### src/timer_mode_control_pkg.sv
// constants, field layouts and mode codes for the timer mode/control block
// assumes an 8-bit register port with 12-bit byte addresses
`default_nettype none

package timer_mode_control_pkg;

   // printed register offsets, per timer instance
   localparam logic [11:0] TIMER0_CONTROL_ONE_OFS = 12'hF07;
   localparam logic [11:0] TIMER1_CONTROL_ONE_OFS = 12'hF0F;
   localparam logic [11:0] TIMER0_CONTROL_ZERO_OFS = 12'hF06;
   localparam logic [11:0] TIMER1_CONTROL_ZERO_OFS = 12'hF0E;
   // event status and mask registers
   localparam logic [11:0] TIMER0_EVENT_STATUS_OFS = 12'hF18;
   localparam logic [11:0] TIMER0_EVENT_MASK_OFS = 12'hF19;
   localparam logic [11:0] TIMER1_EVENT_STATUS_OFS = 12'hF1A;
   localparam logic [11:0] TIMER1_EVENT_MASK_OFS = 12'hF1B;

   // field positions
   localparam int ENABLE_BIT = 7;
   localparam int POLARITY_BIT = 6;
   localparam int DIVIDER_LSB = 3;
   localparam int OP_LOW_LSB = 0;
   localparam int OP_TOP_BIT = 7;
   localparam int DEADBAND_LSB = 1;

   // reset values
   localparam logic [7:0] CONTROL_ONE_RST = 8'h00;
   localparam logic [7:0] CONTROL_ZERO_RST = 8'h00;
   localparam logic [7:0] EVENT_STATUS_RST = 8'h00;
   localparam logic [7:0] EVENT_MASK_RST = 8'h00;

   // event status bit positions
   localparam int EVT_RELOAD = 0;
   localparam int EVT_MATCH = 1;
   localparam int EVT_CAPTURE = 2;
   localparam int EVT_GATE_END = 3;
   localparam int EVT_COUNT = 4;

   typedef struct packed {
      logic timer_enable;
      logic io_polarity;
      logic [2:0] clock_divider_exponent;
      logic [2:0] op_select_low;
   } control_one_s;

   typedef struct packed {
      logic op_select_top_bit;
      logic [1:0] irq_config;
      logic reserved;
      logic [2:0] deadband_delay;
      logic last_was_capture;
   } control_zero_s;

   typedef enum logic [3:0] {
      MODE_ONE_SHOT = 4'h0,
      MODE_CONTINUOUS = 4'h1,
      MODE_COUNTER = 4'h2,
      MODE_PWM_SINGLE = 4'h3,
      MODE_CAPTURE = 4'h4,
      MODE_COMPARE = 4'h5,
      MODE_GATED = 4'h6,
      MODE_CAPTURE_COMPARE = 4'h7,
      MODE_PWM_DUAL = 4'h8,
      MODE_CAPTURE_RESTART = 4'h9,
      MODE_COMPARATOR_COUNTER = 4'hA
   } mode_e;

   // dead-time sequencer states, gray along idle -> wait
   typedef enum logic [1:0] {
      DT_IDLE = 2'b00,
      DT_WAIT = 2'b01
   } deadtime_e;

endpackage : timer_mode_control_pkg

`default_nettype wire

### src/timer_mode_control.sv
// mode, prescale, output-level and event logic for one timer instance
// assumes a count core outside that reports reload and compare match
// and consumes the count tick, capture and restart pulses
`timescale 1ns/1ps
`default_nettype none

// Notes on behaviour
// RULE1: timer counts only while enable bit 7 is set
// RULE2: toggle modes: output equals polarity when disabled, toggles on reload
// RULE3: counter mode counts selected input edge; output toggles after reload
// RULE4: single pwm: idle polarity, match drives inverse, reload drives polarity
// RULE5: capture and capture-restart capture count on selected input edge
// RULE6: gated mode counts while input active, interrupts on deassert edge
// RULE7: capture/compare starts on first selected edge, later edges capture
// RULE8: dual pwm: output and complement opposite, swap on match and reload
// RULE9: dual pwm delays each pin before it goes to its active level
// RULE10: three-bit dead time: zero none, else two to the code cycles
// RULE11: disabled output pin follows polarity bit regardless of direction
// RULE12: polarity write while running leaves output pin unchanged
// RULE13: prescaler divides by two to the power of bits 5:3
// RULE14: prescaler state cleared while timer disabled
// RULE15: mode is top bit plus bits 2:0, codes 0000 to 1010
// RULE16: mode top bit sits at bit 7 of control register zero
// RULE17: code 1010 comparator counter, code 1001 capture restart
// RULE18: mode codes above 1010 behave as one-shot
module timer_mode_control
   import timer_mode_control_pkg::*;
#(
   parameter int TIMER_INDEX = 0,
   parameter int PRESCALE_WIDTH = 7,
   parameter int DEADTIME_WIDTH = 8
) (
   input wire logic sys_clk_i,
   input wire logic rst_n_i,
   input wire logic [11:0] reg_addr_i,
   input wire logic [7:0] reg_wdata_i,
   input wire logic reg_wr_i,
   input wire logic reg_rd_i,
   output logic [7:0] reg_rdata_o,
   input wire logic timer_in_i,
   input wire logic reload_event_i,
   input wire logic match_event_i,
   output logic count_tick_o,
   output logic capture_o,
   output logic restart_o,
   output logic timer_output_pin_o,
   output logic timer_output_n_o,
   output logic irq_o
);

   localparam logic [11:0] CTL1_OFS =
      (TIMER_INDEX == 0) ? TIMER0_CONTROL_ONE_OFS : TIMER1_CONTROL_ONE_OFS;
   localparam logic [11:0] CTL0_OFS =
      (TIMER_INDEX == 0) ? TIMER0_CONTROL_ZERO_OFS : TIMER1_CONTROL_ZERO_OFS;
   localparam logic [11:0] STAT_OFS =
      (TIMER_INDEX == 0) ? TIMER0_EVENT_STATUS_OFS : TIMER1_EVENT_STATUS_OFS;
   localparam logic [11:0] MASK_OFS =
      (TIMER_INDEX == 0) ? TIMER0_EVENT_MASK_OFS : TIMER1_EVENT_MASK_OFS;

   control_one_s ctl_one_q;
   control_zero_s ctl_zero_q;
   logic [EVT_COUNT-1:0] status_q;
   logic [EVT_COUNT-1:0] mask_q;
   logic [7:0] rdata_q;
   logic in_q;
   logic started_q;
   logic [PRESCALE_WIDTH-1:0] presc_q;
   logic tick_q;
   logic capture_q;
   logic restart_q;
   logic out_q;
   logic out_n_q;
   logic irq_q;
   deadtime_e dt_state_q;
   logic [DEADTIME_WIDTH-1:0] dt_cnt_q;
   logic dt_pin_q;

   mode_e mode;
   logic en;
   logic pol;
   logic rise;
   logic fall;
   logic sel_edge;
   logic opp_edge;
   logic gate_act;
   logic src;
   logic [PRESCALE_WIDTH-1:0] presc_mask;
   logic presc_wrap;
   logic evt_reload;
   logic evt_match;
   logic evt_capture;
   logic evt_gate_end;
   logic [EVT_COUNT-1:0] evt_vec;
   logic [EVT_COUNT-1:0] irq_sel;
   logic [DEADTIME_WIDTH-1:0] dt_len;
   logic wr_ctl1;
   logic wr_ctl0;
   logic wr_stat;
   logic wr_mask;

   // RULE15 mode from two registers
   function automatic mode_e decode_mode(input logic [3:0] code);
      // RULE18 undefined codes fall back
      if (code > 4'hA) begin
         return MODE_ONE_SHOT;
      end
      // RULE17 1001 and 1010 in same space
      return mode_e'(code);
   endfunction

   // RULE16 top bit from control zero
   assign mode = decode_mode({ctl_zero_q.op_select_top_bit,
                              ctl_one_q.op_select_low});
   assign en = ctl_one_q.timer_enable;
   assign pol = ctl_one_q.io_polarity;

   // register decode
   assign wr_ctl1 = reg_wr_i && (reg_addr_i == CTL1_OFS);
   assign wr_ctl0 = reg_wr_i && (reg_addr_i == CTL0_OFS);
   assign wr_stat = reg_wr_i && (reg_addr_i == STAT_OFS);
   assign wr_mask = reg_wr_i && (reg_addr_i == MASK_OFS);

   // input edges, pin is already synchronous
   assign rise = timer_in_i & ~in_q;
   assign fall = ~timer_in_i & in_q;
   // RULE3 polarity picks the edge
   assign sel_edge = pol ? fall : rise;
   assign opp_edge = pol ? rise : fall;
   // RULE6 gate active level
   assign gate_act = timer_in_i ^ pol;

   // count source per mode
   always_comb begin
      unique case (mode)
         // RULE3 count on input edges
         MODE_COUNTER: src = sel_edge;
         // RULE6 count while gate active
         MODE_GATED: src = gate_act;
         // RULE7 count after first edge
         MODE_CAPTURE_COMPARE: src = started_q;
         default: src = 1'b1;
      endcase
   end

   // RULE13 divide by 2^exponent
   assign presc_mask = PRESCALE_WIDTH'((8'h01 << ctl_one_q.clock_divider_exponent)
                                       - 8'h01);
   assign presc_wrap = (presc_q & presc_mask) == presc_mask;

   // events, all qualified by enable
   assign evt_reload = en & reload_event_i;
   assign evt_match = en & match_event_i;
   always_comb begin
      evt_capture = 1'b0;
      unique case (mode)
         // RULE5 capture on selected edge
         MODE_CAPTURE, MODE_CAPTURE_RESTART: evt_capture = en & sel_edge;
         // RULE7 later edges capture
         MODE_CAPTURE_COMPARE: evt_capture = en & sel_edge & started_q;
         default: evt_capture = 1'b0;
      endcase
   end
   // RULE6 interrupt on deassert edge
   assign evt_gate_end = en & (mode == MODE_GATED) & opp_edge;
   assign evt_vec = {evt_gate_end, evt_capture, evt_match, evt_reload};

   // interrupt source selection from control zero
   always_comb begin
      unique case (ctl_zero_q.irq_config)
         2'b10: irq_sel = 4'h0 | (4'h1 << EVT_CAPTURE) | (4'h1 << EVT_GATE_END);
         2'b11: irq_sel = 4'h0 | (4'h1 << EVT_RELOAD) | (4'h1 << EVT_MATCH);
         default: irq_sel = 4'hF;
      endcase
   end

   // RULE10 zero none, else 2^code
   assign dt_len = (ctl_zero_q.deadband_delay == 3'h0) ? '0 :
                   DEADTIME_WIDTH'(9'h001 << ctl_zero_q.deadband_delay);

   // control register one, software owned
   always_ff @(posedge sys_clk_i) begin
      if (!rst_n_i) begin
         ctl_one_q <= control_one_s'(CONTROL_ONE_RST);
      end else if (wr_ctl1) begin
         ctl_one_q <= control_one_s'(reg_wdata_i);
      end
   end

   // control register zero; low bit is status only
   always_ff @(posedge sys_clk_i) begin
      if (!rst_n_i) begin
         ctl_zero_q <= control_zero_s'(CONTROL_ZERO_RST);
      end else begin
         if (wr_ctl0) begin
            ctl_zero_q.op_select_top_bit <= reg_wdata_i[OP_TOP_BIT];
            ctl_zero_q.irq_config <= reg_wdata_i[6:5];
            ctl_zero_q.reserved <= reg_wdata_i[4];
            ctl_zero_q.deadband_delay <= reg_wdata_i[DEADBAND_LSB +: 3];
         end
         // most recent event was a capture or not
         if (evt_capture) begin
            ctl_zero_q.last_was_capture <= 1'b1;
         end else if (evt_reload | evt_match) begin
            ctl_zero_q.last_was_capture <= 1'b0;
         end
      end
   end

   // sticky status, write one clears, a new event wins
   always_ff @(posedge sys_clk_i) begin
      if (!rst_n_i) begin
         status_q <= EVENT_STATUS_RST[EVT_COUNT-1:0];
      end else if (wr_stat) begin
         status_q <= (status_q & ~reg_wdata_i[EVT_COUNT-1:0]) | evt_vec;
      end else begin
         status_q <= status_q | evt_vec;
      end
   end

   // interrupt mask
   always_ff @(posedge sys_clk_i) begin
      if (!rst_n_i) begin
         mask_q <= EVENT_MASK_RST[EVT_COUNT-1:0];
      end else if (wr_mask) begin
         mask_q <= reg_wdata_i[EVT_COUNT-1:0];
      end
   end

   // level interrupt, registered so it is one cycle after status
   always_ff @(posedge sys_clk_i) begin
      if (!rst_n_i) begin
         irq_q <= 1'b0;
      end else begin
         irq_q <= |(status_q & mask_q & irq_sel);
      end
   end

   // read data stands the cycle after the strobe only
   always_ff @(posedge sys_clk_i) begin
      if (!rst_n_i) begin
         rdata_q <= 8'h00;
      end else if (reg_rd_i) begin
         unique case (reg_addr_i)
            CTL1_OFS: rdata_q <= ctl_one_q;
            CTL0_OFS: rdata_q <= ctl_zero_q;
            STAT_OFS: rdata_q <= {4'h0, status_q};
            MASK_OFS: rdata_q <= {4'h0, mask_q};
            default: rdata_q <= 8'h00;
         endcase
      end else begin
         rdata_q <= 8'h00;
      end
   end

   // input history and capture/compare start flag
   always_ff @(posedge sys_clk_i) begin
      if (!rst_n_i) begin
         in_q <= 1'b0;
         started_q <= 1'b0;
      end else begin
         in_q <= timer_in_i;
         if (!en || mode != MODE_CAPTURE_COMPARE) begin
            started_q <= 1'b0;
         // RULE7 first edge starts counting
         end else if (sel_edge) begin
            started_q <= 1'b1;
         end
      end
   end

   // prescaler and count tick
   always_ff @(posedge sys_clk_i) begin
      if (!rst_n_i) begin
         presc_q <= '0;
         tick_q <= 1'b0;
      // RULE14 cleared while disabled
      end else if (!en) begin
         presc_q <= '0;
         tick_q <= 1'b0;
      // RULE1 advance only while enabled
      end else if (src) begin
         tick_q <= presc_wrap;
         presc_q <= presc_wrap ? '0 : presc_q + 1'b1;
      end else begin
         tick_q <= 1'b0;
      end
   end

   // capture and restart strobes toward the count core
   always_ff @(posedge sys_clk_i) begin
      if (!rst_n_i) begin
         capture_q <= 1'b0;
         restart_q <= 1'b0;
      end else begin
         capture_q <= evt_capture;
         restart_q <= evt_capture & (mode == MODE_CAPTURE_RESTART);
      end
   end

   // output pins and dead-time sequencer
   always_ff @(posedge sys_clk_i) begin
      if (!rst_n_i) begin
         out_q <= 1'b0;
         out_n_q <= 1'b1;
         dt_state_q <= DT_IDLE;
         dt_cnt_q <= '0;
         dt_pin_q <= 1'b0;
      // RULE11 idle pins follow polarity
      end else if (!en) begin
         out_q <= pol;
         out_n_q <= ~pol;
         dt_state_q <= DT_IDLE;
         dt_cnt_q <= '0;
      end else begin
         // RULE12 polarity only used at events
         unique case (mode)
            // RULE4 match inverse, reload polarity
            MODE_PWM_SINGLE: begin
               if (evt_reload) begin
                  out_q <= pol;
               end else if (evt_match) begin
                  out_q <= ~pol;
               end
            end
            // RULE8 pins swap on match and reload
            MODE_PWM_DUAL: begin
               if (evt_reload || evt_match) begin
                  // inactive side moves at once
                  if (evt_reload) begin
                     out_q <= pol;
                  end else begin
                     out_n_q <= pol;
                  end
                  // RULE9 active side waits dead time
                  if (dt_len == '0) begin
                     if (evt_reload) begin
                        out_n_q <= ~pol;
                     end else begin
                        out_q <= ~pol;
                     end
                     dt_state_q <= DT_IDLE;
                  end else begin
                     dt_state_q <= DT_WAIT;
                     dt_cnt_q <= dt_len;
                     dt_pin_q <= evt_reload;
                  end
               end else if (dt_state_q == DT_WAIT) begin
                  if (dt_cnt_q == 1) begin
                     if (dt_pin_q) begin
                        out_n_q <= ~pol;
                     end else begin
                        out_q <= ~pol;
                     end
                     dt_state_q <= DT_IDLE;
                  end
                  dt_cnt_q <= dt_cnt_q - 1'b1;
               end
            end
            // RULE2 RULE3 toggle on each reload
            default: begin
               if (evt_reload) begin
                  out_q <= ~out_q;
               end
            end
         endcase
      end
   end

   assign reg_rdata_o = rdata_q;
   assign count_tick_o = tick_q;
   assign capture_o = capture_q;
   assign restart_o = restart_q;
   assign timer_output_pin_o = out_q;
   assign timer_output_n_o = out_n_q;
   assign irq_o = irq_q;

endmodule // timer_mode_control

`default_nettype wire

### config.mk
export PLATFORM = sky130hd
export DESIGN_NAME = timer_mode_control
export DESIGN_NICKNAME = d
export VERILOG_FILES = /design/src/timer_mode_control_pkg.sv /design/src/timer_mode_control.sv
export SDC_FILE = /design/constraint.sdc
export NUM_CORES = 1
export LEC_CHECK = 0
export ABC_AREA = 1
export ABC_CLOCK_PERIOD_IN_PS = 1400
export BUFFER_PORTS_ARGS = -buffer_cell sky130_fd_sc_hd__clkbuf_2
export CAP_MARGIN = 10
export CORE_UTILIZATION = 52
export DETAILED_ROUTE_END_ITERATION = 12
export GPL_TIMING_DRIVEN = 0
export HOLD_SLACK_MARGIN = 0.03
export PLACE_DENSITY = 0.73
export SYNTH_ARGS = -nofsm -noshare
export SYNTH_HDL_FRONTEND = slang
export SYNTH_SLANG_ARGS = --single-unit
### constraint.sdc
create_clock -name sys_clk_i -period 1.4 [get_ports sys_clk_i]
set_clock_uncertainty 0.1 [all_clocks]
set_input_delay 0.07 -clock sys_clk_i [delete_from_list [all_inputs] [get_ports sys_clk_i]]
set_output_delay 0.07 -clock sys_clk_i [all_outputs]
set_load 0.05 [all_outputs]
# Yosys cells after proc, flatten, opt, wreduce, memory -nomap -nowiden
# Index checks and enable logic that the tools add are counted.
# Widths: inputs -> output; s select.
[word_totals] wordCells=146 register_bits=58 inputBits=27 output_inout_bits=14
[classes] n_reduce_logical=23 muxes=42 bitwise=24 n_eq_ne=27 shift=2 add_sub_neg=3 n_lt_le_gt_ge=1
[ops] op="$eq 12x12->1 const B" count=4
[ops] op="$mux 8" count=4
[ops] op="$pmux 8 s4" count=1
[ops] op="$mux 1" count=26
[ops] op="$ne 4x4->1 const B" count=4
[ops] op="$and 4x4->4" count=3
[ops] op="$eq 4x3->1 const B" count=3
[ops] op="$mux 4" count=3
[ops] op="$and 1x1->1" count=9
[ops] op="$ne 3x1->1 const B" count=3
[ops] op="$reduce_and 3->1" count=3
[ops] op="$eq 4x2->1 const B" count=2
[ops] op="$eq 4x4->1 const B" count=2
[ops] op="$eq 8x1->1 const B" count=1
[ops] op="$logic_not 8->1" count=1
[ops] op="$or 4x4->4" count=2
[ops] op="$pmux 4 s2" count=1
[ops] op="$reduce_and 4->1" count=2
[ops] op="$shl 1x3->8 const A" count=1
[ops] op="$sub 8x1->8 const B" count=1
[ops] op="$add 7x1->7 const B" count=1
[ops] op="$and 7x7->7" count=1
[ops] op="$eq 7x7->1" count=1
[ops] op="$mux 7" count=1
[ops] op="other kinds (25)" count=42

# Logic depth before layout (Yosys ltp)
[logic_depth] word_depth=8 mapped_depth=11 ltp_nobuf=10

# Least setup slack after synthesis
# No wires, ideal clock.
[synth_path] path_kind="register -> register" start="reg ctl_one_q, in the netlist pol" end="reg presc_q[4]" stages_incl_launch_ff=12 required_ns=1.185 arrival_time_ns=1.186 setup_time_ns=0.115 slack_ns=-0.001 cell_sequence="dfxtp_1 -> buf_6 -> inv_2 -> nand3_1 -> nand2_1 -> o21ai_4 -> nand2_4 -> buf_6 -> nand2_1 -> nand2_1 -> nand2_1 -> nor2_1"
[synth_between] elab_chain_cells=2
[synth_rtl] element="from (decl)" line="timer_mode_control.sv:60" source="control_one_s ctl_one_q;"
[synth_rtl] element="from (signal assigned)" line="timer_mode_control.sv:183" source="ctl_one_q <= control_one_s'(CONTROL_ONE_RST);"
[synth_rtl] element="from (signal assigned)" line="timer_mode_control.sv:185" source="ctl_one_q <= control_one_s'(reg_wdata_i);"
[synth_rtl] element="$xor 1x1->1 / $mux 1 (equally long branches)" line="timer_mode_control.sv:130, timer_mode_control.sv:127"
[synth_rtl] element="$pmux 1 s3 *" line="timer_mode_control.sv:134" source="unique case (mode)"
[synth_rtl] element="to (signal assigned)" line="timer_mode_control.sv:283" source="presc_q <= presc_wrap ? '0 : presc_q + 1'b1;"
[synth_rtl] element="to (decl)" line="timer_mode_control.sv:67" source="logic [PRESCALE_WIDTH-1:0] presc_q;"
# Every way passes the cells marked *; elsewhere a longest branch is shown, timed or not.
# A chain may end at the register's enable or synchronous reset.

# Worst setup path in the final report
[layout_path] start="reg ctl_zero_q[7] in the netlist's numbering" end="reg dt_cnt_q[6]"
[layout_between] elab_chain_cells=5
[layout_rtl] element="from (decl)" line="timer_mode_control.sv:61" source="control_zero_s ctl_zero_q;"
[layout_rtl] element="from (signal assigned)" line="timer_mode_control.sv:192" source="ctl_zero_q <= control_zero_s'(CONTROL_ZERO_RST);"
[layout_rtl] element="$gt 4x4->1" line="timer_mode_control.sv:104" source="if (code > 4'hA) begin"
[layout_rtl] element="$mux 1" line="timer_mode_control.sv:104"
[layout_rtl] element="$mux 4 *" line="timer_mode_control.sv:108" source="return mode_e'(code);"
[layout_rtl] element="$eq 4x4->1 *" line="timer_mode_control.sv:316" source="unique case (mode)"
[layout_rtl] element="$reduce_and 3->1 (no source line) *"
[layout_rtl] element="to (signal assigned)" line="timer_mode_control.sv:344" source="dt_cnt_q <= dt_len;"
[layout_rtl] element="to (signal assigned)" line="timer_mode_control.sv:356" source="dt_cnt_q <= dt_cnt_q - 1'b1;"
[layout_rtl] element="to (decl)" line="timer_mode_control.sv:75" source="logic [DEADTIME_WIDTH-1:0] dt_cnt_q;"
# Marks and branches as above.

==> PnR_summary.wiki <==
{| class="wikitable"
! Metric !! Value
|-
| Later-pin clock latency in the skew report || 0.35 ns
|-
| Type of element launching the critical path || register
|-
| Share of the synthesized area in compound gates (AO/OA/AOI/OAI) || between 10% and 20%
|-
| Post-synth design cell area || 3020 µm²
|-
| Count of maximum capacitance violations || 0
|-
| Mean cell area of the mapped netlist || roughly 6.7 µm²
|-
| Wirelength per Cell || 14.1 µm
|-
| Share of synthesized cell area in full adder, half adder and majority cells || under 10%
|-
| Port bufs || 39
|-
| Number of detailed-routing iterations run before antenna repair || 5
|-
| Leading cell types in the layout, fill and taps excluded || 81 x nand2_1, 45 x nor2_1, 43 x clkbuf_2, 42 x dfxtp_1, 40 x nand3_1
|-
| Final #Nets || roughly 570
|-
| Number of design-rule violations left by the first detailed-router iteration || between 200 and 300
|-
| Maximum single-stage delay on the critical path || 0.37 ns
|-
| RSZ-0062 raised after global routing || true
|-
| Sequence of cells on the critical path || inv_2 -> nor2_2 -> nand2_2 -> inv_4 -> nand2_4 -> buf_4 -> a31oi_2 -> a21oi_1
|-
| Setup total negative slack || -0.973 ns
|-
| VDD IR-drop max || between 0.7 and 0.8 mV
|-
| Max Used Layer || met4
|-
| DRC errors left || 0
|-
| Slew at the pin closest to its max-slew limit || approximately 0.35 ns
|-
| Fraction of the cycle the final worst path needs || 108%
|-
| Violations in the final reports || setup timing
|-
| Most frequent standard cell in the layout excluding fill and tap cells || nand2_1
|-
| Slowest library cell on the worst path || dfxtp_4
|-
| GRT Residual Overflow || 0
|-
| Met3 layer wire length in the routed design || 453 µm
|-
| Total global routing track utilization || between 30% and 40%
|-
| Post-synth net total || 479
|-
| Clk buf depth || 2
|-
| Largest fanout on the critical path || 6
|-
| Initial antenna violation count || 0
|-
| Sum of routed wire length over all layers || around 8700 µm
|-
| Main combinational cell family by area after synthesis || simple AND/OR/NAND/NOR gates
|-
| Area Growth Syn to Fin || 36.3%
|-
| Routed met2 length || 4300 µm
|-
| Kind of end point of the critical path || register
|-
| Number of sinks on the clock net || 57
|-
| Primary flip-flop cell chosen by synthesis mapping || dfxtp_1
|-
| Master cell of the clock root buffer || clkbuf_8
|-
| Pwr/cell area || 868 nW/µm²
|-
| CORE AREA || 5540 µm²
|-
| Lkg Pwr || roughly 1.7 nW
|-
| Number of standard-cell rows in the floorplan || 27
|-
| M1 WL || approximately 3700 µm
|-
| Area of the die || approximately 6100 µm²
|-
| XOR/XNOR Fraction of Synth Area || 1.16%
|-
| Minimum clock period || 1.51 ns
|-
| Rel. slew slack || ~76%
|-
| Simple-Gate Fraction of Synth Area || 33.3%
|-
| Multiplexer area fraction after synthesis || 0%
|-
| Fmax || 663 MHz
|-
| Antenna Violating Nets Remaining || 0
|-
| Worst min-delay path category || primary input to register
|-
| Vias post-DR || 3,330
|-
| CTS HTree Levels || 3
|-
| Final core utilization || 74.4%
|-
| Vias in the first global route || 3,173
|-
| Worst Path Arrival || 1.65 ns
|-
| Number of setup violations in the final report || 15
|-
| Clk slew on worst S/H paths || roughly 0.070 ns
|-
| First-pass GRT wire length || 14,400 µm
|-
| Number of warning messages in the yosys log || 0
|-
| Result of the run || finished with violations
|-
| Placer's final routability congestion estimate || ~0.91
|-
| Boundary Pins || 41
|-
| FF+latch count, synth || 57
|-
| Floorplan die height || roughly 78 µm
|-
| Async S/R FF share, synth || 0%
|-
| Number of antenna cells inserted || 0
|-
| Worst EP required || 1.54 ns
|-
| Total count of hold-check failures in the final report || 0
|-
| Placed wire-length estimate after detailed placement || 5690 µm
|-
| Cells after synthesis || between 400 and 500
|-
| Number of CTS-inserted buffers || 9
|-
| Pin count of the biggest net entering global routing || 11
|-
| Vias per Instance || between 5 and 6
|-
| Number of fill cells in the layout || 441
|-
| Slew Viols, Final || 0
|-
| CTS tree || yes
|-
| Netlist cell types || 36
|-
| Die X || 78.3 µm
|-
| Number of buffer and inverter stages on the critical path || 3
|-
| Sequential element share of the synthesized area || 37.7%
|-
| Family with the most delay on the worst path || flip-flops
|-
| Effective utilization at floorplan || 54.6%
|-
| Worst setup path category || register to register
|-
| Layout cells sized above 1 || a little under a third
|-
| Count of flip-flops with a built-in enable after synthesis || 0
|-
| Min setup slack post-route || -0.107 ns
|}
-- timing repair --
| action | 4_1_cts | 5_1_grt |
|---|---|---|
| endpoints found under the hold margin | 26 | 0 |
| gates resized for setup | 48 | 51 |
| pin swaps | 10 | 13 |
| endpoints found under the setup margin | 23 | 34 |
| cloned | 2 | 0 |
| setup buffers | 16 | 4 |
| hold buffers | 16 | 0 |
-- flip-flops by register name (all words and copies together) (netlist names), 4 cells and up --
register     count
ctl_one_q        6
ctl_zero_q       8
status_q         4
presc_q          7
mask_q           4
reg_rdata_o      8
dt_cnt_q         8
-- cell usage after synthesis (3+ instances only) --
library cell	instances	area, µm²
o21ai_0	35	175
clkbuf_1	4	15.0
nand3_2	3	30.0
nand3_1	40	200
o22ai_1	3	18.8
nand4_1	15	93.8
nor2_2	5	31.3
inv_2	9	33.8
nor2_1	52	195
nand2_2	5	31.3
a21oi_1	43	215
dfxtp_1	57	1140
o21ai_1	3	15.0
buf_2	5	25.0
o31ai_1	4	30.0
inv_1	45	169
ha_1	3	37.5
nand2_1	93	349
-- tightest hold or removal path: cells and delay by family --
kind,cells,cell delay (ns)
compound gates,1,0.06
buf+inv,1,0.08
simple gates,1,0.24
-- kinds of logic (layout without fill, tap and decap cells) --
| logic type | Yosys count | count (layout) |
|---|---|---|
| DFF | 57 | 57 |
| AOI/OAI and AO/OA | 97 | 97 |
| and+or+nand+nor | 222 | 222 |
| xor gates and xnor gates | 4 | 4 |
| buffers and inverters | 66 | 158 |
| adders and majority gates | 3 | 3 |
-- report_power, final --
part,internal [mW],switching (mW),total [mW],leakage [nW]
combinational,0.0695,0.0951,0.165,1.15
sequential,1.61,0.00119,1.61,0.468
clock,1.09,0.707,1.80,0.115
total,2.77,0.803,3.58,1.74
-- cell type report --
class                   instances  area [µm²]  area share (%)
multi-input cells             326        1810            43.8
flip-flops and latches         57        1170            28.4
repair buffers                 76         515            12.5
inverters                      54         223            5.40
clock buffers                  11         151            3.67
well taps                      72        90.1            2.19
plain buffers                  11        78.8            1.91
clock inverters                 5        77.6            1.88
repair inverters                1        7.51           0.182
-- through the flow --
stage / cells / power [mW] / cell area (µm²) / setup WS (ns) / hold slack, ns
global route: 613 / 3.67 / 4120 / -0.189 / 0.0882
CTS: 610 / 3.58 / 3970 / -0.116 / 0.0471
finish: 613 / 3.58 / 4120 / -0.107 / 0.0479
floorplan: 449 / 1.71 / 3030 / 0.00179 / 0.0635
detailed placement: 560 / 1.78 / 3310 / -0.276 / 0.225
global placement: 560 / 1.78 / 3310 / -0.239 / 0.217
-- worst paths after layout --
check / start / slack [ns] / depth (start not counted) / to
setup / recovery: ctl_zero_q[7] / -0.11 / 8 / dt_cnt_q[6]
setup reg to reg: ctl_zero_q[7] / -0.11 / 8 / dt_cnt_q[6]
hold reg to reg: ctl_zero_q[4] / 0.36 / 2 / ctl_zero_q[4]
hold / removal: reg_rd_i / 0.05 / 3 / reg_rdata_o[4]
-- per-layer routing --
| metal | global-route usage (%) | vias to the layer above |
|---|---|---|
| li1 | - | 1666 |
| met1 | 37.7 | 1523 |
| met2 | 50.0 | 122 |
| met3 | 6.51 | 19 |
| met4 | 15.4 | 0 |
| met5 | 0 | - |
Power figures use the tool's default switching activity.
